[src/rtl/fkm_pkg.sv]
package fkm_pkg;
    // register byte offsets
    localparam logic [7:0] OFS_STATUS   = 8'h00;
    localparam logic [7:0] OFS_INDEX    = 8'h04;
    localparam logic [7:0] OFS_BUFFER   = 8'h08;
    localparam logic [7:0] OFS_SECURITY = 8'h0C;
    localparam logic [7:0] OFS_MARGIN   = 8'h10;
    // status register bit positions
    localparam int BIT_DONE    = 7;
    localparam int BIT_ACC_ERR = 5;
    localparam int BIT_PVIOL  = 4;
    localparam int BIT_VERR   = 1;
    localparam int BIT_VUNC   = 0;
    // security register field positions
    localparam int KEY_EN_LSB = 6;
    localparam int SEC_LSB    = 0;
    // margin register field positions
    localparam int PMARG_LSB  = 0;
    localparam int DMARG_LSB  = 4;
    // command codes
    localparam logic [7:0] CMD_KEY_CHECK    = 8'h0C;
    localparam logic [7:0] CMD_USER_MARGIN  = 8'h0D;
    localparam logic [7:0] CMD_FIELD_MARGIN = 8'h0E;
    // buffer index expected at launch, highest buffer index and buffer and key word counts
    localparam logic [2:0] IDX_KEY_LAST  = 3'b100;
    localparam logic [2:0] IDX_MARGIN    = 3'b001;
    localparam logic [2:0] IDX_MAX       = 3'b101;
    localparam int         BUF_WORDS     = 6;
    localparam int         KEY_WORDS     = 4;
    // key enable code that permits the key check
    localparam logic [1:0] KEY_EN_ON     = 2'b10;
    // margin level codes
    localparam logic [15:0] MARG_NORMAL  = 16'h0000;
    localparam logic [15:0] MARG_USER1   = 16'h0001;
    localparam logic [15:0] MARG_USER0   = 16'h0002;
    localparam logic [15:0] MARG_FIELD1  = 16'h0003;
    localparam logic [15:0] MARG_FIELD0  = 16'h0004;
    // global address [17:16] block selects
    localparam logic [1:0] BLK_DATA      = 2'b01;
    localparam logic [1:0] BLK_PROGRAM   = 2'b11;
    // reset values and the unsecured security code
    localparam logic [2:0] MARGIN_RST    = 3'h0;
    localparam logic [2:0] INDEX_RST     = 3'h0;
    localparam logic [1:0] SEC_UNSECURED = 2'b10;
    // sequencer states
    typedef enum logic [1:0] {SQ_IDLE, SQ_CHECK, SQ_KEY, SQ_DONE} fkm_state_t;
endpackage

[src/rtl/fkm_top.sv]
`timescale 1ns/10ps
// Summary of operation
// - key check is code 0x0C; key words sit at buffer indices 1 to 4.
// - key check rejected with access error unless key enable field is 10.
// - supplied keys compared to stored key, key 0 at lowest address first.
// - all keys matching releases the device security state.
// - mismatch keeps security, errors, and locks out key checks until reset.
// - key check with buffer index other than 100 raises access error.
// - command-complete flag sets after key check, matched or not.
// - user margin is code 0x0D; word0 carries block, index 1 the setting.
// - user margin settings: 0 normal, 1 toward erased, 2 toward programmed.
// - data block margin affects data reads; program block margin affects both.
// - margin error on bad index, bad block, bad setting, or wrong mode.
// - valid margin command records level for block, then sets complete flag.
// - field margin is code 0x0E, same layout, special modes only.
// - field margin also accepts 3 toward erased and 4 toward programmed.
// - field margin on program block applies to both blocks, data to data.
// - field margin errors raise only access error, never other status bits.
module fkm_top (
    input  wire logic        CLK,
    input  wire logic        RESETN,
    input  wire logic        PSEL,
    input  wire logic        PENABLE,
    input  wire logic        PWRITE,
    input  wire logic [7:0]  PADDR,
    input  wire logic [31:0] PWDATA,
    output logic      [31:0] PRDATA,
    output logic             PREADY,
    output logic             PSLVERR,
    input  wire logic [63:0] BACKDOOR_KEY,
    input  wire logic [1:0]  KEY_ENABLE,
    input  wire logic [1:0]  SEC_STRAP,
    input  wire logic        SPECIAL_MODE,
    output logic             SECURED,
    output logic             CMD_COMPLETE,
    output logic      [2:0]  P_READ_MARGIN,
    output logic      [2:0]  D_READ_MARGIN
);

    ////////////////////////////////////////////////////////////////////////////
    // declarations

    fkm_pkg::fkm_state_t state_q;
    logic [15:0]         buf_q [0:fkm_pkg::BUF_WORDS-1];
    logic [2:0]          index_q;
    logic                done_q;
    logic                acc_err_q;
    logic                pviol_q;
    logic                verr_q;
    logic                vunc_q;
    logic                lock_q;
    logic                loaded_q;
    logic [1:0]          sec_q;
    logic [1:0]          key_en_q;
    logic                secured_q;
    logic [2:0]          pmarg_q;
    logic [2:0]          dmarg_q;
    logic [1:0]          key_cnt_q;
    logic                key_bad_q;
    logic [31:0]         prdata_q;
    logic                pready_q;
    logic                pslverr_q;
    logic                set_err;
    logic                wr_acc;
    logic                setup;
    logic                mapped;
    logic                launch;
    logic [7:0]          cmd_code;
    logic [1:0]          blk_sel;
    logic [15:0]         setting;
    logic                is_key;
    logic                is_margin;
    logic                is_field;
    logic                margin_ok;
    logic [15:0]         stored_word;

    ////////////////////////////////////////////////////////////////////////////
    // helpers

    // setting accepted by a user or field margin command
    function automatic logic margin_valid(input logic [15:0] s, input logic field);
        margin_valid = (s == fkm_pkg::MARG_NORMAL) || (s == fkm_pkg::MARG_USER1) ||
                       (s == fkm_pkg::MARG_USER0) ||
                       (field && ((s == fkm_pkg::MARG_FIELD1) ||
                                  (s == fkm_pkg::MARG_FIELD0)));
    endfunction

    // block select names a real block
    function automatic logic block_valid(input logic [1:0] b);
        block_valid = (b == fkm_pkg::BLK_DATA) || (b == fkm_pkg::BLK_PROGRAM);
    endfunction

    ////////////////////////////////////////////////////////////////////////////
    // bus decode and command word fields

    assign setup     = PSEL && !PENABLE;
    assign wr_acc    = PSEL && PENABLE && pready_q && PWRITE;
    assign mapped    = (PADDR == fkm_pkg::OFS_STATUS) || (PADDR == fkm_pkg::OFS_INDEX) ||
                       (PADDR == fkm_pkg::OFS_BUFFER) || (PADDR == fkm_pkg::OFS_SECURITY) ||
                       (PADDR == fkm_pkg::OFS_MARGIN);
    // launch only from idle with no pending error flags
    assign launch    = wr_acc && (PADDR == fkm_pkg::OFS_STATUS) && PWDATA[fkm_pkg::BIT_DONE] &&
                       done_q && !acc_err_q && !pviol_q && (state_q == fkm_pkg::SQ_IDLE);
    assign cmd_code  = buf_q[0][15:8];
    assign blk_sel   = buf_q[0][1:0];
    assign setting   = buf_q[1];
    assign is_key    = (cmd_code == fkm_pkg::CMD_KEY_CHECK);
    assign is_margin = (cmd_code == fkm_pkg::CMD_USER_MARGIN);
    assign is_field  = (cmd_code == fkm_pkg::CMD_FIELD_MARGIN);
    assign margin_ok = (index_q == fkm_pkg::IDX_MARGIN) && block_valid(blk_sel) &&
                       margin_valid(setting, is_field) && (is_margin || SPECIAL_MODE);
    // stored key word, key 0 from the lowest security byte address
    assign stored_word = BACKDOOR_KEY[key_cnt_q*16 +: 16];

    ////////////////////////////////////////////////////////////////////////////
    // apb slave: read data and ready registered in setup, one access cycle

    always_ff @(posedge CLK or negedge RESETN) begin
        if (!RESETN) begin
            prdata_q  <= 32'h0000_0000;
            pready_q  <= 1'b0;
            pslverr_q <= 1'b0;
        end else if (setup) begin
            pready_q  <= 1'b1;
            pslverr_q <= !mapped;
            prdata_q  <= 32'h0000_0000;
            if (!PWRITE) begin
                case (PADDR)
                    fkm_pkg::OFS_STATUS: begin
                        prdata_q[fkm_pkg::BIT_DONE]    <= done_q;
                        prdata_q[fkm_pkg::BIT_ACC_ERR] <= acc_err_q;
                        prdata_q[fkm_pkg::BIT_PVIOL]  <= pviol_q;
                        prdata_q[fkm_pkg::BIT_VERR]   <= verr_q;
                        prdata_q[fkm_pkg::BIT_VUNC]   <= vunc_q;
                    end
                    fkm_pkg::OFS_INDEX: begin
                        prdata_q[2:0] <= index_q;
                    end
                    fkm_pkg::OFS_BUFFER: begin
                        if (index_q <= fkm_pkg::IDX_MAX) begin
                            prdata_q[15:0] <= buf_q[index_q];
                        end
                    end
                    fkm_pkg::OFS_SECURITY: begin
                        prdata_q[fkm_pkg::KEY_EN_LSB +: 2] <= key_en_q;
                        prdata_q[fkm_pkg::SEC_LSB +: 2]   <= sec_q;
                    end
                    fkm_pkg::OFS_MARGIN: begin
                        prdata_q[fkm_pkg::PMARG_LSB +: 3] <= pmarg_q;
                        prdata_q[fkm_pkg::DMARG_LSB +: 3] <= dmarg_q;
                    end
                    default: begin
                        prdata_q <= 32'h0000_0000;
                    end
                endcase
            end
        end else begin
            pready_q  <= 1'b0;
            pslverr_q <= 1'b0;
        end
    end

    ////////////////////////////////////////////////////////////////////////////
    // index and command buffer, writable only while no command runs

    always_ff @(posedge CLK or negedge RESETN) begin
        if (!RESETN) begin
            index_q <= fkm_pkg::INDEX_RST;
            for (int i = 0; i < fkm_pkg::BUF_WORDS; i++) begin
                buf_q[i] <= 16'h0000;
            end
        end else if (wr_acc && done_q) begin
            if (PADDR == fkm_pkg::OFS_INDEX) begin
                index_q <= PWDATA[2:0];
            end
            if ((PADDR == fkm_pkg::OFS_BUFFER) && (index_q <= fkm_pkg::IDX_MAX)) begin
                buf_q[index_q] <= PWDATA[15:0];
            end
        end
    end

    ////////////////////////////////////////////////////////////////////////////
    // security and key enable caught once after reset release

    always_ff @(posedge CLK or negedge RESETN) begin
        if (!RESETN) begin
            loaded_q  <= 1'b0;
            sec_q     <= 2'b00;
            key_en_q  <= 2'b00;
            secured_q <= 1'b1;
        end else if (!loaded_q) begin
            loaded_q  <= 1'b1;
            sec_q     <= SEC_STRAP;
            key_en_q  <= KEY_ENABLE;
            secured_q <= (SEC_STRAP != fkm_pkg::SEC_UNSECURED);
        end else if ((state_q == fkm_pkg::SQ_KEY) && (key_cnt_q == 2'd3) &&
                     !key_bad_q && (buf_q[4] == stored_word)) begin
            sec_q     <= fkm_pkg::SEC_UNSECURED;
            secured_q <= 1'b0;
        end
    end

    ////////////////////////////////////////////////////////////////////////////
    // sequencer

    always_ff @(posedge CLK or negedge RESETN) begin
        if (!RESETN) begin
            state_q   <= fkm_pkg::SQ_IDLE;
            key_cnt_q <= 2'd0;
            key_bad_q <= 1'b0;
        end else begin
            case (state_q)
                fkm_pkg::SQ_IDLE: begin
                    key_cnt_q <= 2'd0;
                    key_bad_q <= 1'b0;
                    if (launch) begin
                        state_q <= fkm_pkg::SQ_CHECK;
                    end
                end
                fkm_pkg::SQ_CHECK: begin
                    if (is_key && (key_en_q == fkm_pkg::KEY_EN_ON) && !lock_q &&
                        (index_q == fkm_pkg::IDX_KEY_LAST)) begin
                        state_q <= fkm_pkg::SQ_KEY;
                    end else begin
                        state_q <= fkm_pkg::SQ_DONE;
                    end
                end
                fkm_pkg::SQ_KEY: begin
                    // one key word per cycle, key 0 first
                    if (buf_q[3'(key_cnt_q) + 3'd1] != stored_word) begin
                        key_bad_q <= 1'b1;
                    end
                    key_cnt_q <= key_cnt_q + 2'd1;
                    if (key_cnt_q == 2'(fkm_pkg::KEY_WORDS - 1)) begin
                        state_q <= fkm_pkg::SQ_DONE;
                    end
                end
                fkm_pkg::SQ_DONE: begin
                    state_q <= fkm_pkg::SQ_IDLE;
                end
                default: begin
                    state_q <= fkm_pkg::SQ_IDLE;
                end
            endcase
        end
    end

    ////////////////////////////////////////////////////////////////////////////
    // error detection and mismatch lockout

    always_comb begin
        set_err = 1'b0;
        if (state_q == fkm_pkg::SQ_CHECK) begin
            if (is_key) begin
                set_err = (key_en_q != fkm_pkg::KEY_EN_ON) || lock_q ||
                          (index_q != fkm_pkg::IDX_KEY_LAST);
            end else if (is_margin || is_field) begin
                set_err = !margin_ok;
            end else begin
                set_err = 1'b1; // unknown command code
            end
        end else if ((state_q == fkm_pkg::SQ_KEY) && (key_cnt_q == 2'd3)) begin
            set_err = key_bad_q || (buf_q[4] != stored_word);
        end
    end

    always_ff @(posedge CLK or negedge RESETN) begin
        if (!RESETN) begin
            lock_q <= 1'b0;
        end else if ((state_q == fkm_pkg::SQ_KEY) && set_err) begin
            lock_q <= 1'b1; // held until reset
        end
    end

    ////////////////////////////////////////////////////////////////////////////
    // status flags; hardware set wins over software clear

    always_ff @(posedge CLK or negedge RESETN) begin
        if (!RESETN) begin
            done_q    <= 1'b1;
            acc_err_q <= 1'b0;
            pviol_q   <= 1'b0;
            verr_q    <= 1'b0;
            vunc_q    <= 1'b0;
        end else begin
            if (state_q == fkm_pkg::SQ_DONE) begin
                done_q <= 1'b1;
            end else if (launch) begin
                done_q <= 1'b0;
            end
            if (set_err) begin
                acc_err_q <= 1'b1;
            end else if (wr_acc && (PADDR == fkm_pkg::OFS_STATUS) &&
                         PWDATA[fkm_pkg::BIT_ACC_ERR]) begin
                acc_err_q <= 1'b0;
            end
            if (wr_acc && (PADDR == fkm_pkg::OFS_STATUS) && PWDATA[fkm_pkg::BIT_PVIOL]) begin
                pviol_q <= 1'b0;
            end
            if (launch) begin
                verr_q <= 1'b0; // these commands never set verify status
                vunc_q <= 1'b0;
            end
        end
    end

    ////////////////////////////////////////////////////////////////////////////
    // read margin levels

    always_ff @(posedge CLK or negedge RESETN) begin
        if (!RESETN) begin
            pmarg_q <= fkm_pkg::MARGIN_RST;
            dmarg_q <= fkm_pkg::MARGIN_RST;
        end else if ((state_q == fkm_pkg::SQ_CHECK) && (is_margin || is_field) && margin_ok) begin
            dmarg_q <= setting[2:0];
            if (blk_sel == fkm_pkg::BLK_PROGRAM) begin
                pmarg_q <= setting[2:0];
            end
        end
    end

    ////////////////////////////////////////////////////////////////////////////
    // outputs

    assign PRDATA        = prdata_q;
    assign PREADY        = pready_q;
    assign PSLVERR       = pslverr_q;
    assign SECURED       = secured_q;
    assign CMD_COMPLETE  = done_q;
    assign P_READ_MARGIN = pmarg_q;
    assign D_READ_MARGIN = dmarg_q;

    ////////////////////////////////////////////////////////////////////////////
    // assertions

    AST_DONE_RETURNS: assert property (@(posedge CLK) disable iff (!RESETN)
        launch |=> !done_q ##[1:7] done_q)
        else $error("complete flag did not return after launch");

    AST_KEY_EN_REJECT: assert property (@(posedge CLK) disable iff (!RESETN)
        (state_q == fkm_pkg::SQ_CHECK) && is_key && (key_en_q != fkm_pkg::KEY_EN_ON)
        |=> acc_err_q && (state_q == fkm_pkg::SQ_DONE))
        else $error("key check ran while key enable disallowed it");

    AST_KEY_INDEX: assert property (@(posedge CLK) disable iff (!RESETN)
        (state_q == fkm_pkg::SQ_CHECK) && is_key && (index_q != fkm_pkg::IDX_KEY_LAST)
        |=> acc_err_q)
        else $error("key check with wrong index not rejected");

    AST_LOCKOUT: assert property (@(posedge CLK) disable iff (!RESETN)
        (state_q == fkm_pkg::SQ_CHECK) && is_key && lock_q
        |=> acc_err_q && $stable(sec_q) ##1 done_q)
        else $error("locked key check was not aborted");

    AST_RELEASE_CAUSE: assert property (@(posedge CLK) disable iff (!RESETN)
        loaded_q && $changed(sec_q) |-> $past(state_q) == fkm_pkg::SQ_KEY && !acc_err_q)
        else $error("security released without a key match");

    AST_MARGIN_REJECT: assert property (@(posedge CLK) disable iff (!RESETN)
        (state_q == fkm_pkg::SQ_CHECK) && (is_margin || is_field) && !margin_ok
        |=> acc_err_q && $stable(pmarg_q) && $stable(dmarg_q))
        else $error("invalid margin command not rejected");

    AST_FIELD_MODE: assert property (@(posedge CLK) disable iff (!RESETN)
        (state_q == fkm_pkg::SQ_CHECK) && is_field && !SPECIAL_MODE |=> acc_err_q)
        else $error("field margin accepted outside special mode");

    AST_NO_OTHER_FLAGS: assert property (@(posedge CLK) disable iff (!RESETN)
        !pviol_q && !verr_q && !vunc_q)
        else $error("status bit other than access error was set");

    AST_PBLOCK_BOTH: assert property (@(posedge CLK) disable iff (!RESETN)
        $changed(pmarg_q) |-> pmarg_q == dmarg_q)
        else $error("program block margin did not reach data reads");

    AST_MARGIN_SET: assert property (@(posedge CLK) disable iff (!RESETN)
        (state_q == fkm_pkg::SQ_CHECK) && (is_margin || is_field) && margin_ok
        |=> dmarg_q == $past(setting[2:0]) && !acc_err_q ##1 done_q)
        else $error("valid margin command did not record its level");

endmodule

[config.mk]
export PLATFORM = sky130hd
export DESIGN_NAME = fkm_top
export DESIGN_NICKNAME = d
export VERILOG_FILES = /design/src/rtl/fkm_pkg.sv /design/src/rtl/fkm_top.sv
export SDC_FILE = /design/constraint.sdc
export NUM_CORES = 1
export LEC_CHECK = 0
export ABC_CLOCK_PERIOD_IN_PS = 2600
export BUFFER_PORTS_ARGS = -buffer_cell sky130_fd_sc_hd__buf_4
export CAP_MARGIN = 10
export CORE_MARGIN = 2
export CORE_UTILIZATION = 56
export CTS_CLUSTER_SIZE = 14
export DETAILED_ROUTE_END_ITERATION = 16
export GPL_TIMING_DRIVEN = 0
export PLACE_DENSITY_LB_ADDON = 0.12
export SYNTH_ARGS = -nofsm -noshare
export SYNTH_HDL_FRONTEND = slang
export SYNTH_SLANG_ARGS = --single-unit
[constraint.sdc]
create_clock -name CLK -period 2.6 [get_ports CLK]
set_input_delay 0.26 -clock CLK [delete_from_list [all_inputs] [get_ports CLK]]
set_output_delay 0.26 -clock CLK [all_outputs]
set_load 0.02 [all_outputs]
==> impl_results.md, run 1 <==
* Status: finished with violations
* Failing checks: setup timing
* Reg clk slew, reported paths at 0.06 ns
* Number of remaining DRC errors at 0
* Required time of the critical path at 2.96 ns
* Wirelength, routed at 24900 um
* Hold WC Path Type: in2reg
* First-pass GRT wire length at 36600 um
* # setup viols final at 4
* Leak at 4.66 nW
* Syn_area_per_cell at 12.9 um2
* GR Overflow Total at 0
* Crit Path Class: reg2reg
* Hold path start: KEY_ENABLE[0]
* Largest net degree at the start of global routing at 73
* Multi-input combinational cell area at 0.00438 mm2
* DP HPWL at 17300 um
* Relative slew margins at 43.1%
* Final Cell Area at 0.0101 mm2
* Synth area leaders: dfrtp_1 42%, mux2_2 18%, mux4_2 11%
* Die width at 124 um
* Worst Hold Path Cells at 2
* Cts bufs inserted at 17
* Layout cells sized above 1 at 50.5%
* Min Tclk post-route at 2.64 ns
* Total GRT Usage at 33.6%
* Setup repair after global routing missed its margin: yes
* Critical-path maximum fanout at 5
* Overall power at 6.98 mW
* Slew Limit Fails at 0
* CTS root buf: clkbuf_16
* Setup crit start kind: flip-flop
* Crit path DAT at 3.00 ns
* Worst hold endpoint: key_en_q[0]
* Register area share after synthesis at 42.7%
* Die area at 0.0153 mm2
* Storage element area at 0.00343 mm2
* CP Capture Type: flip-flop
* Worst-case reg-to-reg path depth at 9
* H-tree depth at 4
* CTS Buffer Depth at 2
* Final number of hold-violating endpoints at 0
* ANT cells at 0
* Initial antenna violation count at 1
* Reg2reg end: SECURED
* Part of the cycle the worst path needs at 102%
* Clk Latency, worst-skew pair at 0.43 ns
* Placed instance area at 0.00926 mm2
* Synth Instances at 622
* Row cnt at 43
* Detail Route Antenna Nets at 0
* Top cell type's share of synthesized area at 42.0%
* Routed vias/inst at 6.32
* EDFF count, synth at 0
* Power per cell area at 690 mW/mm2
* Worst r2r src: key_cnt_q[0]
* Number of synthesized register bits at 137
* Number of global-route vias before repair at 6207
* Initial Util at 57.7%
* Number of max-cap violations at 0
* Input/output buffers at 121
* Worst vdd ir at 0.000488 V
* Filler cells at 988
* Layout Nets at 906
* Clock skew at 0.00432 ns
* Top FF cell, synth: dfrtp_1
* 1st-pass router iterations at 5
* Area Growth Syn to Fin at 25.9%
* R2R setup slack at -0.04 ns
* Slew @ Worst Pin at 0.853 ns
* Wirelength per Cell at 25.4 um
* Synth async-reset ratio at 100%
* Leading area contributor after synthesis: dfrtp_1
* Core Region at 0.0139 mm2
* Fmax at 378 MHz
* Synth Cell Area at 0.00803 mm2
* CTS sink count at 137
* Distinct cell type count after synthesis at 58
* GPL Wtd Cong at 0.939
* CTS tree: built
* Final WS setup at -0.0426 ns
* Iteration-0 DRC Markers at 580
* Via count at 6190
* Ys Warns at 0
* Die Y-Extent at 124 um
* # IOs at 156
[worst max-delay path, stage by stage (launching register included)]
cell       delay, ns
dfrtp_1         0.42
buf_6           0.18
clkbuf_16       0.17
mux4_2          0.55
xnor2_1         0.22
nand4_1         0.25
nor4_4          0.32
buf_4           0.20
nand3_4         0.07
and3_4          0.19
[kinds of logic (layout without fill, tap and decap cells)]
logic type | count (synthesis) | in the layout | synth area share, %
other | 2 | 17 | 0.0935
AND/OR/NAND/NOR | 102 | 102 | 7.86
adder cells (fa/ha/maj) | 5 | 5 | 0.779
XOR/XNOR | 32 | 32 | 3.49
flip-flops | 137 | 137 | 42.7
buffers and inverters | 64 | 227 | 4.47
multiplexers | 203 | 203 | 33.7
AO/OA/AOI/OAI | 77 | 77 | 6.90
[repair_timing]
item / CTS / global route
endpoints found under the setup margin: 31 / 38
endpoints found under the hold margin: 63 / 0
hold buffers: 1 / 0
gates resized for setup: 21 / 18
pin swaps: 2 / 9
gates cloned: 0 / 1
buffers inserted: 3 / 5
[metal layers]
metal  track usage (%)  part of all wire (%)
met1              43.4                    40
met2              55.2                    49
met4              10.8                   2.3
met5                 0                     0
met3              9.48                   8.6
[cells in the final DEF, fill, tap and decap left out, types with 6 or more instances in the layout]
| master | count |
|---|---|
| a21oi_1 | 12 |
| a22o_1 | 14 |
| buf_2 | 7 |
| buf_4 | 146 |
| buf_6 | 9 |
| clkbuf_1 | 9 |
| clkbuf_16 | 18 |
| clkbuf_2 | 6 |
| conb_1 | 17 |
| dfrtp_1 | 135 |
| inv_1 | 10 |
| mux2_2 | 130 |
| mux2i_1 | 32 |
| mux4_2 | 41 |
| nand2_1 | 21 |
| nand4_1 | 6 |
| nor2_1 | 19 |
| o21ai_0 | 11 |
| o2bb2ai_1 | 9 |
| xnor2_1 | 25 |
[synth_stat cells, drive strengths merged, types with 3 or more instances]
master   number
nor2b         3
xor2          4
nand3b        5
nand3         7
nand2        23
a21oi        12
a22o         14
nor2         21
xnor2        28
buf          37
mux4         41
o21ai        11
o22ai         4
o221ai        4
mux2i        32
nand2b        4
a31oi         4
nor3          4
and3          6
or2           3
inv          10
clkbuf       17
dfrtp       135
o2bb2ai       9
a22oi         3
ha            5
nor4         10
a211oi        3
mux2        130
nand4         6
[cell type report]
class / instances / area share (%)
buffer: 52 / 3.65
clock buffer: 21 / 4.75
clock inverter: 11 / 1.42
inverter: 10 / 0.371
multi-input combinational: 436 / 43.3
sequential: 137 / 33.9
tap: 180 / 2.23
timing repair buffer: 133 / 10.3
[per-stage QoR]
step	util, %	worst slack [ns]	hold slack (ns)	cells	setup TNS, ns
finish	72.6	-0.0426	0.0733	980	-0.0809
global route	72.6	-0.119	0.0730	980	-0.419
CTS	71.6	0.0134	0.0644	974	0
detailed placement	66.4	-0.582	0.299	939	-11.66
global placement	66.2	-0.579	0.447	938	-10.27
floorplan	-	0.302	-0.0356	637	0
[state kept, by name, summed over array words and instances (netlist names), 3 cells and up]
| register | flops |
|---|---|
| PRDATA | 16 |
| buf_q | 78 |
| P_READ_MARGIN | 3 |
| setting | 16 |
| D_READ_MARGIN | 3 |
| index_q | 3 |
[where the power goes]
group | switching, mW | internal (mW)
combinational | 1.19 | 1.01
sequential | 0.0550 | 2.19
clock | 0.935 | 1.60
total | 2.18 | 4.80
[worst max-delay path by stage]
stage,start,endpoint,slack [ns],depth (start not counted)
finish,key_cnt_q[0],SECURED,-0.04,9
global route,key_cnt_q[0],SECURED,-0.12,9
CTS,key_cnt_q[0],key_bad_q,0.01,8
detailed placement,key_cnt_q[1],lock_q,-0.58,8
global placement,key_cnt_q[1],lock_q,-0.58,8
floorplan,key_cnt_q[1],lock_q,0.30,8
No activity file was read; power rests on OpenSTA's default activity.
==> inputs of run 2 (changes only) <==
--- a/config.mk
+++ b/config.mk
@@ -8,8 +8,10 @@
 export ABC_CLOCK_PERIOD_IN_PS = 2600
 export BUFFER_PORTS_ARGS = -buffer_cell sky130_fd_sc_hd__buf_4
 export CAP_MARGIN = 10
+export CELL_PAD_IN_SITES_DETAIL_PLACEMENT = 0
+export CELL_PAD_IN_SITES_GLOBAL_PLACEMENT = 1
 export CORE_MARGIN = 2
-export CORE_UTILIZATION = 56
+export CORE_UTILIZATION = 45
 export CTS_CLUSTER_SIZE = 14
 export DETAILED_ROUTE_END_ITERATION = 16
 export GPL_TIMING_DRIVEN = 0
==> run 2 against run 1 <==
  * The flow now finishes without violations
  * Sequential power barely moved
  * Final area grew 1.2%
  * Utilization shrank 14 points
  * Non-clock buffer count up 6
  * Via count decreased by 2.2%
  * Setup slack improved by 0.047 ns
  * Clock power decreased by 5%
  * Routed wire length barely moved
  * Flip-flop and latch count did not move
  * Global-route usage fell by 6.5 points
  * Clock-buffer cell count increased by 4
  * Maximum frequency grew 1.8%
  * Critical endpoint is now acc_err_q
==> impl_results.md, run 2 (synthesized netlist as in run 1, its figures left out) <==
* Status: completed
* CTS Buffer Depth at 2 (unchanged)
* Number of max-cap violations at 0 (unchanged)
* Slew @ Worst Pin at 0.926 ns (+0.0728 ns)
* Routed vias/inst at 5.87 (-7.1%)
* Number of global-route vias before repair at 6128 (-1.3%)
* Min Tclk post-route at 2.60 ns (-0.0470 ns)
* Most common cell after layout, fill and taps aside: buf_4
* First-pass GRT wire length at 36700 um (+0.32%)
* H-tree depth at 4 (unchanged)
* Part of the cycle the worst path needs at 99.8% (-1.8 points)
* ANT cells at 0 (unchanged)
* Reg clk slew, reported paths at 0.06 ns (about the same)
* Clock skew at 0.00685 ns (+0.00253 ns)
* Initial Util at 46.3% (-11 points)
* Via count at 6052 (-2.2%)
* Wirelength per Cell at 24.1 um (-4.9%)
* Cts bufs inserted at 17 (unchanged)
* Core Region at 0.0174 mm2 (+25%)
* Layout Nets at 912 (+0.66%)
* Placed instance area at 0.00932 mm2 (+0.73%)
* Setup crit start kind: flip-flop
* Layout cells sized above 1 at 51.1% (+0.62 points)
* Filler cells at 1426 (+44%)
* Crit path DAT at 2.90 ns (-0.10 ns)
* Worst-case reg-to-reg path depth at 8 (-1)
* Total GRT Usage at 27.2% (-6.5 points)
* Die area at 0.0189 mm2 (+24%)
* Relative slew margins at 38.2% (-4.9 points)
* Die width at 138 um (+11%)
* Area Growth Syn to Fin at 27.3%
* Max reg flops at 78 (unchanged)
* Leak at 4.69 nW (+0.73%)
* Slew Limit Fails at 0 (unchanged)
* Hold WC Path Type: in2reg
* Setup repair after global routing missed its margin: yes
* Power per cell area at 687 mW/mm2 (-0.38%)
* DP HPWL at 17600 um (+1.6%)
* Largest net degree at the start of global routing at 100 (+37%)
* Die Y-Extent at 138 um (+11%)
* Final Cell Area at 0.0102 mm2 (+1.2%)
* Row cnt at 48 (+12%)
* Commonest cells after routing, fill and taps aside: 151 x buf_4, 134 x dfrtp_1, 130 x mux2_2, 41 x mux4_2, 32 x mux2i_1
* Input/output buffers at 121 (unchanged)
* Iteration-0 DRC Markers at 399 (-31%)
* CP Capture Type: flip-flop
* CTS root buf: clkbuf_16
* Initial antenna violation count at 0 (-1)
* Overall power at 7.03 mW (+0.77%)
* Clk Latency, worst-skew pair at 0.42 ns (about the same)
* CTS sink count at 137 (unchanged)
* CTS tree: built
* Number of remaining DRC errors at 0 (unchanged)
* 1st-pass router iterations at 5 (unchanged)
* Register name with the most flops: buf_q
* Crit Path Class: reg2reg
* Fmax at 385 MHz (+1.8%)
* Wirelength, routed at 24900 um (about the same)
* Critical-path maximum fanout at 7 (+2)
* GPL Wtd Cong at 0.880 (-6.3%)
* # IOs at 156 (unchanged)
* Final number of hold-violating endpoints at 0 (unchanged)
* Worst Hold Path Cells at 3 (+1)
* GR Overflow Total at 0 (unchanged)
* Worst vdd ir at 0.000516 V (+5.9%)
* Required time of the critical path at 2.91 ns (-0.05 ns)
* Detail Route Antenna Nets at 0 (unchanged)
* # setup viols final at 0 (-4)
[run 2: path summary, 6_finish.rpt]
path / start / endpoint / slack [ns]
max: key_cnt_q[0] / acc_err_q / 0.004
min: SEC_STRAP[1] / sec_q[1] / 0.07
max reg2reg: key_cnt_q[0] / acc_err_q / 0.004
min reg2reg: PRDATA[1] / PRDATA[1] / 0.46
max in group asynchronous: RESETN / buf_q[51] / 1.47
min in group asynchronous: RESETN / loaded_q / 0.32
[run 2: area by class of cell]
class | count | area [um2] | share of cell area (%)
timing repair buffer | 139 | 1090 | 10.7
clock buffer | 25 | 495 | 4.84
multi-input combinational | 436 | 4420 | 43.2
tap | 225 | 282 | 2.75
buffer | 52 | 387 | 3.78
inverter | 10 | 37.5 | 0.367
sequential | 137 | 3430 | 33.5
clock inverter | 7 | 90.1 | 0.881
[run 2: power by group]
| part | internal, mW | switching, mW | total [mW] |
|---|---|---|---|
| Combinational | 1.11 | 1.26 | 2.36 |
| Sequential | 2.19 | 0.0625 | 2.25 |
| Clock | 1.51 | 0.910 | 2.42 |
| Total | 4.80 | 2.23 | 7.03 |
[run 2: through the flow]
step / setup WS (ns) / cells / setup TNS, ns / util, % / hold WS, ns
floorplan: 0.302 / 637 / 0 / - / -0.0356
global placement: -0.684 / 983 / -13.33 / 53.5 / 0.447
detailed placement: -0.680 / 985 / -13.61 / 53.7 / 0.198
CTS: 0.00547 / 1018 / 0 / 57.7 / 0.0682
global route: -0.0401 / 1031 / -0.126 / 58.9 / 0.0695
finish: 0.00444 / 1031 / 0 / 58.9 / 0.0680
[run 2: worst max-delay path: stages, from the launching register on]
cell and delay, ns:
dfrtp_2 0.44, buf_12 0.16, clkbuf_16 0.16, mux4_2 0.56, xnor2_2 0.20, nand4_1 0.25
nor4_4 0.31, a211oi_2 0.14, a211o_1 0.24
[run 2: per-layer routing]
metal | vias to the layer above | GRT usage, % | routed length [um]
met3 | 36 | 5.11 | 1620
met4 | 0 | 8.76 | 514
met5 | - | 0 | 0
li1 | 2661 | - | -
met1 | 3097 | 35.7 | 10500
met2 | 258 | 45.5 | 12300
[run 2: what timing repair did]
action / 4_1_cts / 5_1_grt
hold endpoints to repair: 36 / 0
hold buffers: 1 / 0
setup endpoints to repair: 31 / 54
setup buffers: 1 / 13
gates resized for setup: 30 / 20
pin swaps: 3 / 13
cloned: 0 / 1
==> inputs of run 3 (changes only) <==
--- a/config.mk
+++ b/config.mk
@@ -8,14 +8,13 @@
 export ABC_CLOCK_PERIOD_IN_PS = 2600
 export BUFFER_PORTS_ARGS = -buffer_cell sky130_fd_sc_hd__buf_4
 export CAP_MARGIN = 10
-export CELL_PAD_IN_SITES_DETAIL_PLACEMENT = 0
-export CELL_PAD_IN_SITES_GLOBAL_PLACEMENT = 1
 export CORE_MARGIN = 2
-export CORE_UTILIZATION = 45
+export CORE_UTILIZATION = 56
 export CTS_CLUSTER_SIZE = 14
 export DETAILED_ROUTE_END_ITERATION = 16
 export GPL_TIMING_DRIVEN = 0
 export PLACE_DENSITY_LB_ADDON = 0.12
+export SLEW_MARGIN = 10
 export SYNTH_ARGS = -nofsm -noshare
 export SYNTH_HDL_FRONTEND = slang
 export SYNTH_SLANG_ARGS = --single-unit
==> run 3 against run 2 <==
  * The flow now finishes with violations (setup timing)
  * Cell count shrank 5.0%
  * Flip-flop and latch count is the same
  * Clock-buffer cell count shrank 4
  * Via count grew 2.7%
  * Critical path type unchanged
  * Largest cell class unchanged
==> impl_results.md, run 3 (synthesized netlist as in run 1, its figures left out) <==
* Status: finished with violations
* Failing checks: setup timing
* Max stage delay on crit path at 0.55 ns (about the same)
* # setup viols final at 4 (+4)
* Worst-case reg-to-reg path depth at 9 (+1)
* CTS sink count at 137 (unchanged)
* Part of the cycle the worst path needs at 102% (+1.8 points)
* Crit path from: key_cnt_q[0]
* CTS tree: built
* Die area at 0.0153 mm2 (-19%)
* Input/output buffers at 121 (unchanged)
* Commonest cells after routing, fill and taps aside: 146 x buf_4, 135 x dfrtp_1, 130 x mux2_2, 41 x mux4_2, 32 x mux2i_1
* Layout cells sized above 1 at 50.6% (-0.55 points)
* Initial Util at 57.7% (+11 points)
* Worst r2r src: key_cnt_q[0]
* Placed instance area at 0.00926 mm2 (-0.72%)
* Layout Nets at 905 (-0.77%)
* Slowest CP cell: mux4_2
* GR peak layer: met2
* # IOs at 156 (unchanged)
* Critical-path maximum fanout at 5 (-2)
* Detail Route Antenna Nets at 0 (unchanged)
* Die Y-Extent at 124 um (-10%)
* Hold slack final at 0.0716 ns (+0.00357 ns)
* DP HPWL at 17300 um (-1.6%)
* Initial antenna violation count at 1 (+1)
* CTS Buffer Depth at 2 (unchanged)
* Area Growth Syn to Fin at 25.8%
* Clk Latency, worst-skew pair at 0.43 ns (about the same)
* Worst vdd ir at 0.000489 V (-5.2%)
* Min Tclk post-route at 2.64 ns (+0.0469 ns)
* Crit Path Class: reg2reg
* H-tree depth at 4 (unchanged)
* Max reg flops at 78 (unchanged)
* Final number of hold-violating endpoints at 0 (unchanged)
* Number of global-route vias before repair at 6207 (+1.3%)
* Relative slew margins at 40.1% (+1.8 points)
* Total GRT Usage at 33.6% (+6.5 points)
* Register name with the most flops: buf_q
* Power per cell area at 692 mW/mm2 (+0.64%)
* Slew @ Worst Pin at 0.898 ns (-0.0281 ns)
* Row cnt at 43 (-10%)
* CP Capture Type: flip-flop
* Die width at 124 um (-10%)
* Worst Setup EP: SECURED
* CTS root buf: clkbuf_16
* Layout Cells excl Fill at 979 (-5.0%)
* Hold path start: KEY_ENABLE[0]
* Placed Instances at 939 (-4.7%)
* Required time of the critical path at 2.96 ns (+0.05 ns)
* Final Cell Area at 0.0101 mm2 (-1.2%)
* Setup crit start kind: flip-flop
* GR Overflow Total at 0 (unchanged)
* Post-route setup TNS at -0.0790 ns (-0.0790 ns)
* Most common cell after layout, fill and taps aside: buf_4
* Setup repair after global routing missed its margin: yes
* Clock skew at 0.00679 ns (-0.0000648 ns)
* Leak at 4.65 nW (-0.86%)
* Final WS setup at -0.0424 ns (-0.0469 ns)
* Largest net degree at the start of global routing at 73 (-27%)
* Routed vias/inst at 6.35 (+8.1%)
* 1st-pass router iterations at 5 (unchanged)
* Number of remaining DRC errors at 0 (unchanged)
* R2R setup slack at -0.04 ns (-0.05 ns)
* GR Util met2 at 55.2% (+9.7 points)
* Number of max-cap violations at 0 (unchanged)
* Reg2reg end: SECURED
* GR Util met3 at 9.48% (+4.4 points)
* Wirelength per Cell at 25.4 um (+5.3%)
* Hold WC Path Type: in2reg
* Reg clk slew, reported paths at 0.06 ns (about the same)
* Util after Layout at 72.5% (+14 points)
* Iteration-0 DRC Markers at 595 (+49%)
* GPL Wtd Cong at 0.939 (+6.8%)
* Wirelength, routed at 24900 um (about the same)
* Slew Limit Fails at 0 (unchanged)
* Crit path DAT at 3.00 ns (+0.10 ns)
* Core Region at 0.0139 mm2 (-20%)
* ANT cells at 0 (unchanged)
* Met1 GRT Util at 43.4% (+7.7 points)
* Crit-path cells: buf_6 > clkbuf_16 > mux4_2 > xnor2_1 > nand4_1 > nor4_4 > buf_4 > nand3_4 > and3_4
* Worst slack, placed at -0.582 ns (+0.0978 ns)
* Overall power at 6.99 mW (-0.59%)
* First-pass GRT wire length at 36600 um (-0.32%)
* Fmax at 378 MHz (-1.8%)
* Via count at 6214 (+2.7%)
* Cts bufs inserted at 17 (unchanged)
-- run 3: cell types whose count changed in the layout (fill, tap and decap cells not counted), moves of 4 or more --
cell | previous run | this run
buf_4 | 151 | 146
clkbuf_1 | 14 | 9
xnor2_1 | 21 | 25
xnor2_2 | 7 | 3
-- run 3: area by class of cell --
cell class	instances	area, um2
buffer	52	369
clock buffer	21	480
clock inverter	11	144
fill	987	3830
inverter	10	37.5
multi-input combinational	436	4380
sequential	137	3430
tap	180	225
timing repair buffer	132	1030
-- run 3: worst min-delay path by stage --
stage / cells past startpoint / endpoint / slack (ns)
after floorplan: 0 / D_READ_MARGIN[0] / -0.04
after global placement: 1 / lock_q / 0.45
after detailed placement: 1 / PRDATA[10] / 0.30
after CTS: 2 / key_en_q[1] / 0.06
after global routing: 2 / key_en_q[1] / 0.07
final: 2 / key_en_q[0] / 0.07
-- run 3: where the power goes --
part	switching [mW]	total, mW	internal, mW
sequential	0.0554	2.24	2.19
combinational	1.19	2.20	1.01
clock	0.945	2.55	1.60
total	2.19	6.99	4.80
-- run 3: routing by layer --
metal  up-vias  wire [um]
li1       2672          -
met1      3182       9920
met2       316      12300
met3        44       2110
met4         0        596
met5         -          0
-- run 3: critical path, delay by kind of cell (launching register included) --
kind	cells	cell delay, ns
buf+inv	3	0.55
simple gates	4	0.83
mux	1	0.55
flops	1	0.42
xor+xnor	1	0.22
-- run 3: repair_timing --
item,in CTS,in global routing
pin swaps,2,9
setup buffers,3,5
endpoints found under the setup margin,31,38
gates cloned,0,1
endpoints found under the hold margin,63,0
resized for setup,21,18
hold buffers,1,0
